**config.mk**
```make
export PLATFORM = sky130hd
export DESIGN_NAME = pcr_ctrl
export DESIGN_NICKNAME = d
export VERILOG_FILES = /design/src/verilog/pcr_pkg.sv /design/src/verilog/pcr_led.sv /design/src/verilog/pcr_apb_regs.sv /design/src/verilog/pcr_ctrl.sv
export VERILOG_INCLUDE_DIRS = /design/src /design/src/verilog
export SDC_FILE = /design/constraint.sdc
export NUM_CORES = 1
export LEC_CHECK = 0
export BUFFER_PORTS_ARGS = -buffer_cell sky130_fd_sc_hd__buf_2
export CELL_PAD_IN_SITES_DETAIL_PLACEMENT = 0
export CELL_PAD_IN_SITES_GLOBAL_PLACEMENT = 1
export CORE_MARGIN = 3
export CORE_UTILIZATION = 45
export CTS_CLUSTER_DIAMETER = 80
export DETAILED_ROUTE_END_ITERATION = 8
export HOLD_SLACK_MARGIN = 0.05
export PLACE_DENSITY_LB_ADDON = 0.1
export RECOVER_POWER = 50
export SLEW_MARGIN = 20
export SYNTH_ARGS = -nofsm -noshare
export SYNTH_HDL_FRONTEND = slang
export SYNTH_HIERARCHICAL = 1
export SYNTH_SLANG_ARGS = --single-unit
```
**constraint.sdc**
```tcl
create_clock -name sys_clk -period 5.1 [get_ports sys_clk]
set_clock_uncertainty 0.2 [all_clocks]
set_input_delay 1.02 -clock sys_clk [delete_from_list [all_inputs] [get_ports sys_clk]]
set_output_delay 1.02 -clock sys_clk [all_outputs]
set_load 0.02 [all_outputs]
```
**src/verilog/pcr_defs.svh**
```systemverilog
`ifndef PCR_DEFS_SVH
`define PCR_DEFS_SVH

// ----------------------------------------------------------------
// Role codes
// ----------------------------------------------------------------
`define PCR_ROLE_STANDARD   8'h00
`define PCR_ROLE_ACTIVE     8'h01
`define PCR_ROLE_STANDBY1   8'h02
`define PCR_ROLE_STANDBY2   8'h03
`define PCR_ROLE_STANDBY3   8'h04

// ----------------------------------------------------------------
// APB register offsets
// ----------------------------------------------------------------
`define PCR_OFF_ROLE        12'h000
`define PCR_OFF_EN1         12'h004
`define PCR_OFF_EN2         12'h008
`define PCR_OFF_EN3         12'h00C
`define PCR_OFF_DIS1        12'h010
`define PCR_OFF_DIS2        12'h014
`define PCR_OFF_DIS3        12'h018
`define PCR_OFF_OTP         12'h01C
`define PCR_OFF_STATUS      12'h020

// ----------------------------------------------------------------
// Reset values; load share full scale 8.0V = 12'hFFF
// ----------------------------------------------------------------
`define PCR_RST_EN1         12'h666
`define PCR_RST_EN2         12'h9EB
`define PCR_RST_EN3         12'hD70
`define PCR_RST_DIS1        12'h2E1
`define PCR_RST_DIS2        12'h605
`define PCR_RST_DIS3        12'h90A
// Temperature in whole degrees C
`define PCR_RST_OTP_TRIP    8'h64
`define PCR_OTP_HYST        8'h05

// ----------------------------------------------------------------
// Timing
// ----------------------------------------------------------------
`define PCR_CLK_HZ          100000000
`define PCR_WAKE_US         100
`define PCR_WAKE_CYC        ((`PCR_WAKE_US * (`PCR_CLK_HZ / 1000000)))
`define PCR_BLINK1_HZ       1
`define PCR_BLINK_HALF_1HZ  (`PCR_CLK_HZ / (2 * `PCR_BLINK1_HZ))
`endif

```
**src/verilog/pcr_pkg.sv**
```systemverilog
package pcr_pkg;
  typedef enum logic [2:0] {
    PCR_LED_OFF,
    PCR_LED_GREEN,
    PCR_LED_GREEN_1HZ,
    PCR_LED_GREEN_2HZ,
    PCR_LED_AMBER,
    PCR_LED_AMBER_1HZ
  } pcr_led_mode_t;

  typedef enum logic [1:0] {
    PCR_ST_ON,
    PCR_ST_STANDBY,
    PCR_ST_OTP
  } pcr_state_t;
endpackage

```
**src/verilog/pcr_led.sv**
```systemverilog
`timescale 1ns/1ps
`include "pcr_defs.svh"
module pcr_led (
  input  wire logic                   sys_clk,
  input  wire logic                   rst,
  input  wire pcr_pkg::pcr_led_mode_t mode,
  output logic                        led_green,
  output logic                        led_amber
);
  typedef struct packed {
    logic [25:0] cnt;
    logic        ph1;
    logic        ph2;
    logic        green;
    logic        amber;
  } pcr_led_st_t;

  localparam logic [25:0] HALF1 = 26'(`PCR_BLINK_HALF_1HZ - 1);
  localparam logic [25:0] QUART = 26'(`PCR_BLINK_HALF_1HZ / 2 - 1);

  pcr_led_st_t s_reg;
  pcr_led_st_t s_next;

  // ----------------------------------------------------------------
  // Blink phases
  // ----------------------------------------------------------------
  always_comb
  begin
    s_next = s_reg;
    // Half-period counter; 2Hz phase flips at each quarter, 1Hz at each half
    if (s_reg.cnt == HALF1)
    begin
      s_next.cnt = 26'h0000_000;
      s_next.ph1 = ~s_reg.ph1;
      s_next.ph2 = ~s_reg.ph2;
    end
    else
    begin
      s_next.cnt = s_reg.cnt + 26'h000_0001;
      if (s_reg.cnt == QUART)
        s_next.ph2 = ~s_reg.ph2;
    end
    s_next.green = 1'b0;
    s_next.amber = 1'b0;
    case (mode)
      pcr_pkg::PCR_LED_GREEN:     s_next.green = 1'b1;
      pcr_pkg::PCR_LED_GREEN_1HZ: s_next.green = s_reg.ph1;
      pcr_pkg::PCR_LED_GREEN_2HZ: s_next.green = s_reg.ph2;
      pcr_pkg::PCR_LED_AMBER:     s_next.amber = 1'b1;
      pcr_pkg::PCR_LED_AMBER_1HZ: s_next.amber = s_reg.ph1;
      default:                    s_next.green = 1'b0;
    endcase
  end

  always_ff @(posedge sys_clk or posedge rst)
  begin
    if (rst)
      s_reg <= '0;
    else
      s_reg <= s_next;
  end

  assign led_green = s_reg.green;
  assign led_amber = s_reg.amber;
endmodule

```
**src/verilog/pcr_apb_regs.sv**
```systemverilog
`timescale 1ns/1ps
`include "pcr_defs.svh"
module pcr_apb_regs (
  input  wire logic        sys_clk,
  input  wire logic        rst,
  input  wire logic        psel,
  input  wire logic        penable,
  input  wire logic        pwrite,
  input  wire logic [11:0] paddr,
  input  wire logic [31:0] pwdata,
  output logic             pready,
  output logic [31:0]      prdata,
  output logic             pslverr,
  input  wire logic [7:0]  status_in,
  output logic [7:0]       role,
  output logic             role_valid,
  output logic [11:0]      en1,
  output logic [11:0]      en2,
  output logic [11:0]      en3,
  output logic [11:0]      dis1,
  output logic [11:0]      dis2,
  output logic [11:0]      dis3,
  output logic [7:0]       otp_trip
);
  typedef struct packed {
    logic [7:0]  role;
    logic        role_valid;
    logic [11:0] en1;
    logic [11:0] en2;
    logic [11:0] en3;
    logic [11:0] dis1;
    logic [11:0] dis2;
    logic [11:0] dis3;
    logic [7:0]  otp;
    logic [31:0] rdata;
    logic        err;
  } pcr_regs_st_t;

  pcr_regs_st_t s_reg;
  pcr_regs_st_t s_next;
  logic         acc;
  logic         hit;

  assign acc = psel & penable;

  always_comb
  begin
    s_next = s_reg;
    hit    = 1'b1;
    if (acc && pwrite)
    begin
      case (paddr)
        `PCR_OFF_ROLE:
        begin
          s_next.role       = pwdata[7:0];
          s_next.role_valid = 1'b1;
        end
        `PCR_OFF_EN1:  s_next.en1 = pwdata[11:0];
        `PCR_OFF_EN2:  s_next.en2 = pwdata[11:0];
        `PCR_OFF_EN3:  s_next.en3 = pwdata[11:0];
        `PCR_OFF_DIS1: s_next.dis1 = pwdata[11:0];
        `PCR_OFF_DIS2: s_next.dis2 = pwdata[11:0];
        `PCR_OFF_DIS3: s_next.dis3 = pwdata[11:0];
        `PCR_OFF_OTP:  s_next.otp = pwdata[7:0];
        `PCR_OFF_STATUS: hit = 1'b0;
        default:       hit = 1'b0;
      endcase
    end
    else if (acc)
    begin
      case (paddr)
        `PCR_OFF_ROLE:   s_next.rdata = {23'h00_0000, s_reg.role_valid, s_reg.role};
        `PCR_OFF_EN1:    s_next.rdata = {20'h0_0000, s_reg.en1};
        `PCR_OFF_EN2:    s_next.rdata = {20'h0_0000, s_reg.en2};
        `PCR_OFF_EN3:    s_next.rdata = {20'h0_0000, s_reg.en3};
        `PCR_OFF_DIS1:   s_next.rdata = {20'h0_0000, s_reg.dis1};
        `PCR_OFF_DIS2:   s_next.rdata = {20'h0_0000, s_reg.dis2};
        `PCR_OFF_DIS3:   s_next.rdata = {20'h0_0000, s_reg.dis3};
        `PCR_OFF_OTP:    s_next.rdata = {24'h00_0000, s_reg.otp};
        `PCR_OFF_STATUS: s_next.rdata = {24'h00_0000, status_in};
        default:
        begin
          s_next.rdata = 32'h0000_0000;
          hit          = 1'b0;
        end
      endcase
    end
    s_next.err = acc & ~hit;
  end

  always_ff @(posedge sys_clk or posedge rst)
  begin
    if (rst)
    begin
      s_reg      <= '0;
      s_reg.en1  <= `PCR_RST_EN1;
      s_reg.en2  <= `PCR_RST_EN2;
      s_reg.en3  <= `PCR_RST_EN3;
      s_reg.dis1 <= `PCR_RST_DIS1;
      s_reg.dis2 <= `PCR_RST_DIS2;
      s_reg.dis3 <= `PCR_RST_DIS3;
      s_reg.otp  <= `PCR_RST_OTP_TRIP;
    end
    else
      s_reg <= s_next;
  end

  // Zero wait states: data and error are valid in the access cycle
  assign pready     = 1'b1;
  assign prdata     = s_next.rdata;
  assign pslverr    = s_next.err;
  assign role       = s_reg.role;
  assign role_valid = s_reg.role_valid;
  assign en1        = s_reg.en1;
  assign en2        = s_reg.en2;
  assign en3        = s_reg.en3;
  assign dis1       = s_reg.dis1;
  assign dis2       = s_reg.dis2;
  assign dis3       = s_reg.dis3;
  assign otp_trip   = s_reg.otp;
endmodule

```
**src/verilog/pcr_ctrl.sv**
```systemverilog
`timescale 1ns/1ps
`include "pcr_defs.svh"
module pcr_ctrl (
  input  wire logic        sys_clk,
  input  wire logic        rst,
  input  wire logic        psel,
  input  wire logic        penable,
  input  wire logic        pwrite,
  input  wire logic [11:0] paddr,
  input  wire logic [31:0] pwdata,
  output logic             pready,
  output logic [31:0]      prdata,
  output logic             pslverr,
  input  wire logic [11:0] load_share_sample,
  input  wire logic [7:0]  temperature,
  input  wire logic        ac_present,
  input  wire logic        peer_ac_present,
  input  wire logic        output_below_fault,
  input  wire logic        overcurrent_protection,
  input  wire logic        overvoltage_protection,
  input  wire logic        fan_fail,
  input  wire logic        warning,
  input  wire logic        fw_update,
  input  wire logic        supply_on_request_n,
  input  wire logic        converter_active_n,
  input  wire logic        cold_redundancy_line_in,
  output logic             cold_redundancy_line_out,
  output logic             cold_redundancy_line_oe,
  output logic             main_output_on,
  output logic             standby_rail_on,
  output logic             led_green,
  output logic             led_amber
);
  localparam logic [13:0] WAKE_CYC = 14'(`PCR_WAKE_CYC);

  typedef struct packed {
    pcr_pkg::pcr_state_t state;
    logic                latched;
    logic                son_prev;
    logic                ac_prev;
    logic [13:0]         wake_cnt;
    logic                out_on;
    logic                cr_drive_low;
    logic                cr_drive_high;
  } pcr_st_t;

  pcr_st_t                s_reg;
  pcr_st_t                s_next;
  logic [7:0]             role;
  logic                   role_valid;
  logic [11:0]            en1;
  logic [11:0]            en2;
  logic [11:0]            en3;
  logic [11:0]            dis1;
  logic [11:0]            dis2;
  logic [11:0]            dis3;
  logic [7:0]             otp_trip;
  logic [7:0]             status;
  logic                   is_standby_role;
  logic                   is_driver_role;
  logic [11:0]            thr_on;
  logic [11:0]            thr_off;
  logic                   fault;
  logic                   crit;
  logic                   otp_hot;
  logic                   otp_cool;
  pcr_pkg::pcr_led_mode_t led_mode;

  // ----------------------------------------------------------------
  // Register block
  // ----------------------------------------------------------------
  pcr_apb_regs u_regs (
    .sys_clk    (sys_clk),
    .rst        (rst),
    .psel       (psel),
    .penable    (penable),
    .pwrite     (pwrite),
    .paddr      (paddr),
    .pwdata     (pwdata),
    .pready     (pready),
    .prdata     (prdata),
    .pslverr    (pslverr),
    .status_in  (status),
    .role       (role),
    .role_valid (role_valid),
    .en1        (en1),
    .en2        (en2),
    .en3        (en3),
    .dis1       (dis1),
    .dis2       (dis2),
    .dis3       (dis3),
    .otp_trip   (otp_trip)
  );

  // ----------------------------------------------------------------
  // Role decode and threshold choice
  // ----------------------------------------------------------------
  always_comb
  begin
    is_standby_role = 1'b0;
    thr_on          = en1;
    thr_off         = dis1;
    case (role)
      `PCR_ROLE_STANDBY1:
      begin
        is_standby_role = role_valid;
        thr_on          = en1;
        thr_off         = dis1;
      end
      `PCR_ROLE_STANDBY2:
      begin
        is_standby_role = role_valid;
        thr_on          = en2;
        thr_off         = dis2;
      end
      `PCR_ROLE_STANDBY3:
      begin
        is_standby_role = role_valid;
        thr_on          = en3;
        thr_off         = dis3;
      end
      default: is_standby_role = 1'b0;
    endcase
  end

  // Standard and active roles drive the line high once a role has been written; unknown codes behave as standard
  assign is_driver_role = role_valid & ~is_standby_role;
  assign crit           = s_reg.latched | fan_fail;
  assign fault          = crit | output_below_fault | (s_reg.state == pcr_pkg::PCR_ST_OTP);
  assign otp_hot        = temperature >= otp_trip;
  // Recovery only well below the trip point to avoid on/off chatter
  assign otp_cool       = temperature < (otp_trip - `PCR_OTP_HYST);

  // ----------------------------------------------------------------
  // Main control
  // ----------------------------------------------------------------
  always_comb
  begin
    s_next          = s_reg;
    s_next.son_prev = supply_on_request_n;
    s_next.ac_prev  = ac_present;
    if (overcurrent_protection || overvoltage_protection)
      s_next.latched = 1'b1;
    // Clear on supply-on toggle or AC drop; a fresh trip the same cycle still wins
    else if ((supply_on_request_n != s_reg.son_prev) || (s_reg.ac_prev && !ac_present))
      s_next.latched = 1'b0;
    s_next.wake_cnt = 14'h0000;
    case (s_reg.state)
      pcr_pkg::PCR_ST_ON:
      begin
        if (otp_hot)
          s_next.state = pcr_pkg::PCR_ST_OTP;
        // Drop to standby only below disable level, with a live driver on the line
        else if (is_standby_role && cold_redundancy_line_in && !fault &&
                 (load_share_sample < thr_off))
          s_next.state = pcr_pkg::PCR_ST_STANDBY;
      end
      pcr_pkg::PCR_ST_STANDBY:
      begin
        if (otp_hot)
          s_next.state = pcr_pkg::PCR_ST_OTP;
        // Line low means a peer fault or no active driver: wake at once
        else if (!cold_redundancy_line_in)
          s_next.state = pcr_pkg::PCR_ST_ON;
        else if (load_share_sample >= thr_on)
          s_next.state = pcr_pkg::PCR_ST_ON;
        else if (!is_standby_role)
          s_next.state = pcr_pkg::PCR_ST_ON;
      end
      pcr_pkg::PCR_ST_OTP:
      begin
        if (otp_cool)
          s_next.state = pcr_pkg::PCR_ST_ON;
      end
      default: s_next.state = pcr_pkg::PCR_ST_ON;
    endcase
    // Wake-latency counter, read nowhere; counts in standby while the line is low, which already wakes next cycle
    if ((s_reg.state == pcr_pkg::PCR_ST_STANDBY) && !cold_redundancy_line_in &&
        (s_reg.wake_cnt < WAKE_CYC))
      s_next.wake_cnt = s_reg.wake_cnt + 14'h0001;
    // Converter-active input is not consulted in any role; it only feeds the status register
    s_next.out_on        = (s_next.state == pcr_pkg::PCR_ST_ON) && !crit &&
                           !supply_on_request_n;
    s_next.cr_drive_low  = fault;
    s_next.cr_drive_high = is_driver_role && !fault;
  end

  always_ff @(posedge sys_clk or posedge rst)
  begin
    if (rst)
    begin
      s_reg          <= '0;
      s_reg.state    <= pcr_pkg::PCR_ST_ON;
      s_reg.son_prev <= 1'b1;
    end
    else
      s_reg <= s_next;
  end

  // ----------------------------------------------------------------
  // LED priority
  // ----------------------------------------------------------------
  always_comb
  begin
    if (!ac_present && !peer_ac_present)
      led_mode = pcr_pkg::PCR_LED_OFF;
    else if (crit)
      led_mode = pcr_pkg::PCR_LED_AMBER;
    else if (!ac_present)
      led_mode = pcr_pkg::PCR_LED_AMBER;
    else if (warning || s_reg.state == pcr_pkg::PCR_ST_OTP)
      led_mode = pcr_pkg::PCR_LED_AMBER_1HZ;
    else if (fw_update)
      led_mode = pcr_pkg::PCR_LED_GREEN_2HZ;
    else if (!s_reg.out_on)
      led_mode = pcr_pkg::PCR_LED_GREEN_1HZ;
    else
      led_mode = pcr_pkg::PCR_LED_GREEN;
  end

  pcr_led u_led (
    .sys_clk   (sys_clk),
    .rst       (rst),
    .mode      (led_mode),
    .led_green (led_green),
    .led_amber (led_amber)
  );

  assign status = {3'h0, converter_active_n, s_reg.latched, s_reg.out_on,
                   (s_reg.state == pcr_pkg::PCR_ST_OTP), (s_reg.state == pcr_pkg::PCR_ST_STANDBY)};

  assign main_output_on           = s_reg.out_on;
  assign standby_rail_on          = 1'b1;
  assign cold_redundancy_line_out = ~s_reg.cr_drive_low;
  assign cold_redundancy_line_oe  = s_reg.cr_drive_low | s_reg.cr_drive_high;
endmodule

```
**Yosys cells after proc, flatten, opt, wreduce, memory -nomap -nowiden**

Index checks and enable logic that the tools add are counted.

- Bits in writable memories: 0
- Flip-flop bits (word level): 159
- Input port bits: 80
- ROM bits: 0
- Memories: 0
- Logic and storage cells: 125
- Bits in latches: 0

- Div/mod/pow operators: 0
- $add $sub $neg: 2
- Shift-type cells: 0
- Reductions and logical operators: 33
- Mux-type cells: 31
- Equal/unequal tests: 21
- Bitwise gates (word level): 12
- Order comparisons: 4
- $mul: 0

Operators with widths:

| operator | number |
|---|---|
| 12-bit case mux with 9 select lines | 1 |
| 32-bit two-way mux | 2 |
| 12-bit by 5-bit equality test with 1-bit output, second input constant | 4 |
| 12-bit case mux with 2 select lines | 2 |
| 26-bit by 1-bit adder with 26-bit output, second input constant | 1 |
| 26-bit by 25-bit equality test with 1-bit output, second input constant | 1 |
| 26-bit equality test, second input constant | 1 |
| 26-bit two-way mux | 1 |
| 12-bit by 4-bit equality test with 1-bit output, second input constant | 2 |
| 2-bit two-way mux | 9 |
| 8-bit by 2-bit equality test with 1-bit output, second input constant | 2 |
| 2-bit AND reduction | 8 |
| 12-bit by 3-bit equality test with 1-bit output, second input constant | 1 |
| 12-bit by 6-bit equality test with 1-bit output, second input constant | 1 |
| 12-bit >= comparator | 1 |
| 12-bit zero test | 1 |
| 12-bit less-than comparator | 1 |
| 3-bit two-way mux | 4 |
| 1-bit logical AND | 9 |
| 1-bit two-way mux | 9 |
| 9-bit OR reduction | 1 |
| 8-bit by 3-bit equality test with 1-bit output, second input constant | 1 |
| 8-bit >= comparator | 1 |
| 8-bit less-than comparator | 1 |
| 19 further kinds | 38 |

**Longest topological paths before layout**

- Depth in word-level cells: 12
- Gate-level depth with buffers: 14
- Depth with buffers taken out: 12

**Modules after synthesis**

The synthesis kept the hierarchy.

By module, submodules not included:

| module | cells each | sequential area each (um2) | instances | area an instance (um2) |
|---|---|---|---|---|
| pcr_apb_regs | 502 | 3,072.9 | 1 | 6,158.4 |
| pcr_ctrl | 224 | 201.4 | 1 | 1,795.5 |
| pcr_led | 145 | 750.7 | 1 | 1,554.0 |

**Least setup slack after synthesis**

OpenSTA, ideal clock, no wires.

- Kind: input -> output
- Start point: in paddr[1]
- End point: out prdata[7]
- Required time: 3.880 ns
- Arrival: 2.616 ns
- Setup slack: 1.264 ns
- Stages on the path: 5
- Path through: or4b_1 nor3_1 a221o_1 a311oi_1 o21ai_0

- Longest elaborated chain between the ends: 4
- Elaborated cells between the ends (all ways): 12
- Those cells by class: eq/ne: 8; mux: 3; reduce/logical: 1

RTL lines:

| element | RTL line | text |
|---|---|---|
| from (decl) | pcr_ctrl.sv:9 | `input wire logic [11:0] paddr,` |
| 12-bit by 6-bit equality test with 1-bit output (tied with other cells) | pcr_apb_regs.sv:71 | `case (paddr)` |
| 12-bit case mux with 9 select lines (*) | pcr_apb_regs.sv:71 |  |
| 32-bit two-way mux (*) | pcr_apb_regs.sv:69 | `else if (acc)` |
| 32-bit two-way mux (*) | pcr_apb_regs.sv:50 | `if (acc && pwrite)` |
| to (decl) | pcr_ctrl.sv:12 | `output logic [31:0] prdata,` |

Every way passes the cells marked *; elsewhere a longest branch is shown, timed or not.

**Worst setup path after layout**

- Start point: in paddr[2]
- End point: out prdata[6]

The elaborated chain is that of the path after synthesis.

==> results.json <==
{
  "critPathBufInv": 2,
  "clk_latency_ns": 0.44,
  "drive_gt1_frac": 0.340,
  "ys_ff_latch": 159,
  "cts_tree": "built",
  "largest_register_ff_count": 32,
  "clockRootBuffer": "clkbuf_16",
  "cp.arrival_ns": 3.15,
  "violations": "capacitance limit, slew limit",
  "holdWs_ns": 0.278,
  "globalplace.congestion": 0.907,
  "num_io_pins": 120,
  "fin_nets": 1004,
  "final_util": 0.496,
  "drt-pass1-iter-count": 5,
  "synthDistinctLibCells": 77,
  "die_w_um": 151,
  "portBuffers": 97,
  "crit_type": "in2out",
  "status": "complete, but fails checks",
  "fmax_ghz": 0.229,
  "drt_iter0_markers": 469,
  "crit_path_frequent_cell": "buf_2",
  "cpPeakStageDelay_ns": 0.46,
  "synth_edf_count": 0,
  "fp.coreArea_sq_mm": 0.0205,
  "cap_violations": 2,
  "cts_hold_buf": 0,
  "ir_drop_mv": 0.194,
  "place_inst": 1134,
  "postCtsSetupBuffers": 0,
  "cts_sinks": 159,
  "cp-end-kind": "output port",
  "cp_slowest_cell": "nor2_1",
  "start_util": 0.464,
  "finalCriticalPeriod_ns": 4.37,
  "numCtsBuffers": 17,
  "final_max_slew_viol_count": 97,
  "yosysSeqAreaShare": 0.423,
  "hold_viol_final": 0,
  "grtUsageTotal": 0.226,
  "crit_required_ns": 3.88,
  "dieArea_sq_mm": 0.0229,
  "slew_headroom": -0.966,
  "drc": 0,
  "dpl.hpwl_um": 18300,
  "n_antenna_cell": 0,
  "grt_pass1_vias": 7006,
  "p_leak_nw": 4.59,
  "avgRoutedWirePerCell_um": 21.4,
  "tightest_slew_ns": 2.93,
  "die_h_um": 151,
  "area_delta_synth_final_pct": 6.97,
  "powerDensity_mw_per_mm2": 266,
  "cp_max_fo": 17,
  "via_count": 6783,
  "syn-instance-count": 871,
  "post-route-period-util": 0.856,
  "critPathTopFamily": "simple AND/OR/NAND/NOR gates",
  "cts_buffer_depth": 2,
  "synthFlopType": "dfrtp_1",
  "clk_pin_slew_ns": 0.07,
  "rsz0062_at_grt": "false",
  "layout.cells.non_filler": 1166,
  "placementRows": 52,
  "cts.htree.levels": 4,
  "overflow": 0,
  "yosysWarnings": 6,
  "setup_ws_ns": 0.734,
  "tns_ns": 0,
  "vias_per_cell": 5.82,
  "pre_cts_ws_ns": 0.744,
  "grt_max_degree": 67,
  "nFillCells": 1885,
  "async_reset_ff_frac": 1.00,
  "ant_nets": 0,
  "avgSynthCellArea_sq_um": 10.9,
  "wl_um": 24900,
  "critPathLaunchType": "input pin",
  "holdCritPathClass": "reg2reg",
  "antenna_found_initial": 2,
  "netlist_area_sq_mm": 0.00951,
  "cts_resized": 0,
  "finalSetupViolations": 0,
  "worstPathCellList": "buf_2 > nor4_4 > nand2b_1 > nor2_1 > a222oi_1 > a22oi_1 > buf_2",
  "grt_pass1_wl_um": 39400
}
## layout by cell type (no fill, tap or decap), types with 8 or more instances in the layout
master	n
buf_2	93
nand2_1	33
nor2_1	30
xor2_1	8
o21ai_0	31
mux2i_1	16
a22oi_1	16
xnor2_1	16
nor4_1	8
dfrtp_1	122
clkbuf_16	17
buf_4	16
mux2_2	98
dfstp_2	37
a21oi_1	46
nand4_1	13
nor3_1	11
and3_1	11
nand3_1	20
ha_1	41
inv_1	25
and2_0	19
nand2b_1	8
a22o_1	25
## Yosys cell counts (19+ instances only)
cell,number,area share
inv_1,26,0.010
nor2_1,31,0.012
nand2_1,33,0.013
and2_1,21,0.014
a22o_1,25,0.023
nand3_1,19,0.010
o21ai_0,31,0.016
ha_1,41,0.054
dfrtp_1,122,0.32
dfstp_2,37,0.10
mux2_2,98,0.12
buf_4,96,0.076
a21oi_1,46,0.024
## cell type report
type | instances | area, sq um | share of cell area
Multi-Input combinational cell | 564 | 4520 | 0.444
Sequential cell | 159 | 4030 | 0.396
Timing Repair Buffer | 115 | 608 | 0.0598
Clock buffer | 20 | 457 | 0.0449
Tap cell | 270 | 338 | 0.0332
Clock inverter | 12 | 125 | 0.0123
Inverter | 26 | 98.8 | 0.00972
## stage by stage
| stage | area (sq um) | total power [mW] |
|---|---|---|
| 6_report | 10200 | 2.70 |
| 5_1_grt | 10200 | 2.82 |
| 4_1_cts | 10200 | 2.74 |
| 3_5_place_dp | 9610 | 1.46 |
| 3_3_place_gp | 9610 | 1.46 |
| 2_1_floorplan | 9520 | 1.39 |
## path summary, 6_finish.rpt
kind | slack, ns | start | cells past startpoint | to
max | 0.73 | paddr[2] | 7 | prdata[6]
min | 0.28 | u_led/s_reg[2] | 1 | u_led/s_reg[2]
max reg2reg | 1.58 | u_regs/role[5] | 12 | main_output_on
min reg2reg | 0.28 | u_led/s_reg[2] | 1 | u_led/s_reg[2]
max in group asynchronous | 1.06 | rst | 3 | u_regs/en3[1]
min in group asynchronous | 0.35 | rst | 2 | s_reg[19]
## power by group
| group | leakage [nW] | internal, mW | total [mW] | switching (mW) |
|---|---|---|---|---|
| combinational | 2.26 | 0.0530 | 0.165 | 0.112 |
| sequential | 2.06 | 1.27 | 1.27 | 0.00378 |
| clock | 0.276 | 0.710 | 1.27 | 0.557 |
## kinds of logic (layout without fill, tap and decap cells)
kind of cell / after synthesis / after routing / share of synthesized area
AND/OR/NAND/NOR: 213 / 213 / 0.141
flip-flops: 159 / 159 / 0.423
adder cells (fa/ha/maj): 41 / 41 / 0.0540
multiplexers: 116 / 116 / 0.138
other: 3 / 5 / 0.00118
XOR/XNOR: 24 / 24 / 0.0221
buffers and inverters: 150 / 173 / 0.102
AO/OA/AOI/OAI: 165 / 165 / 0.119
## routing by layer
layer	routed length [um]	vias to the layer above	share of wire	track usage
li1	-	3106	-	-
met1	11000	3430	0.44	0.305
met2	12000	206	0.48	0.364
met3	1390	37	0.056	0.0506
met4	500	4	0.020	0.0689
met5	14	-	0.00056	0
(Power assumes the default switching activity.)
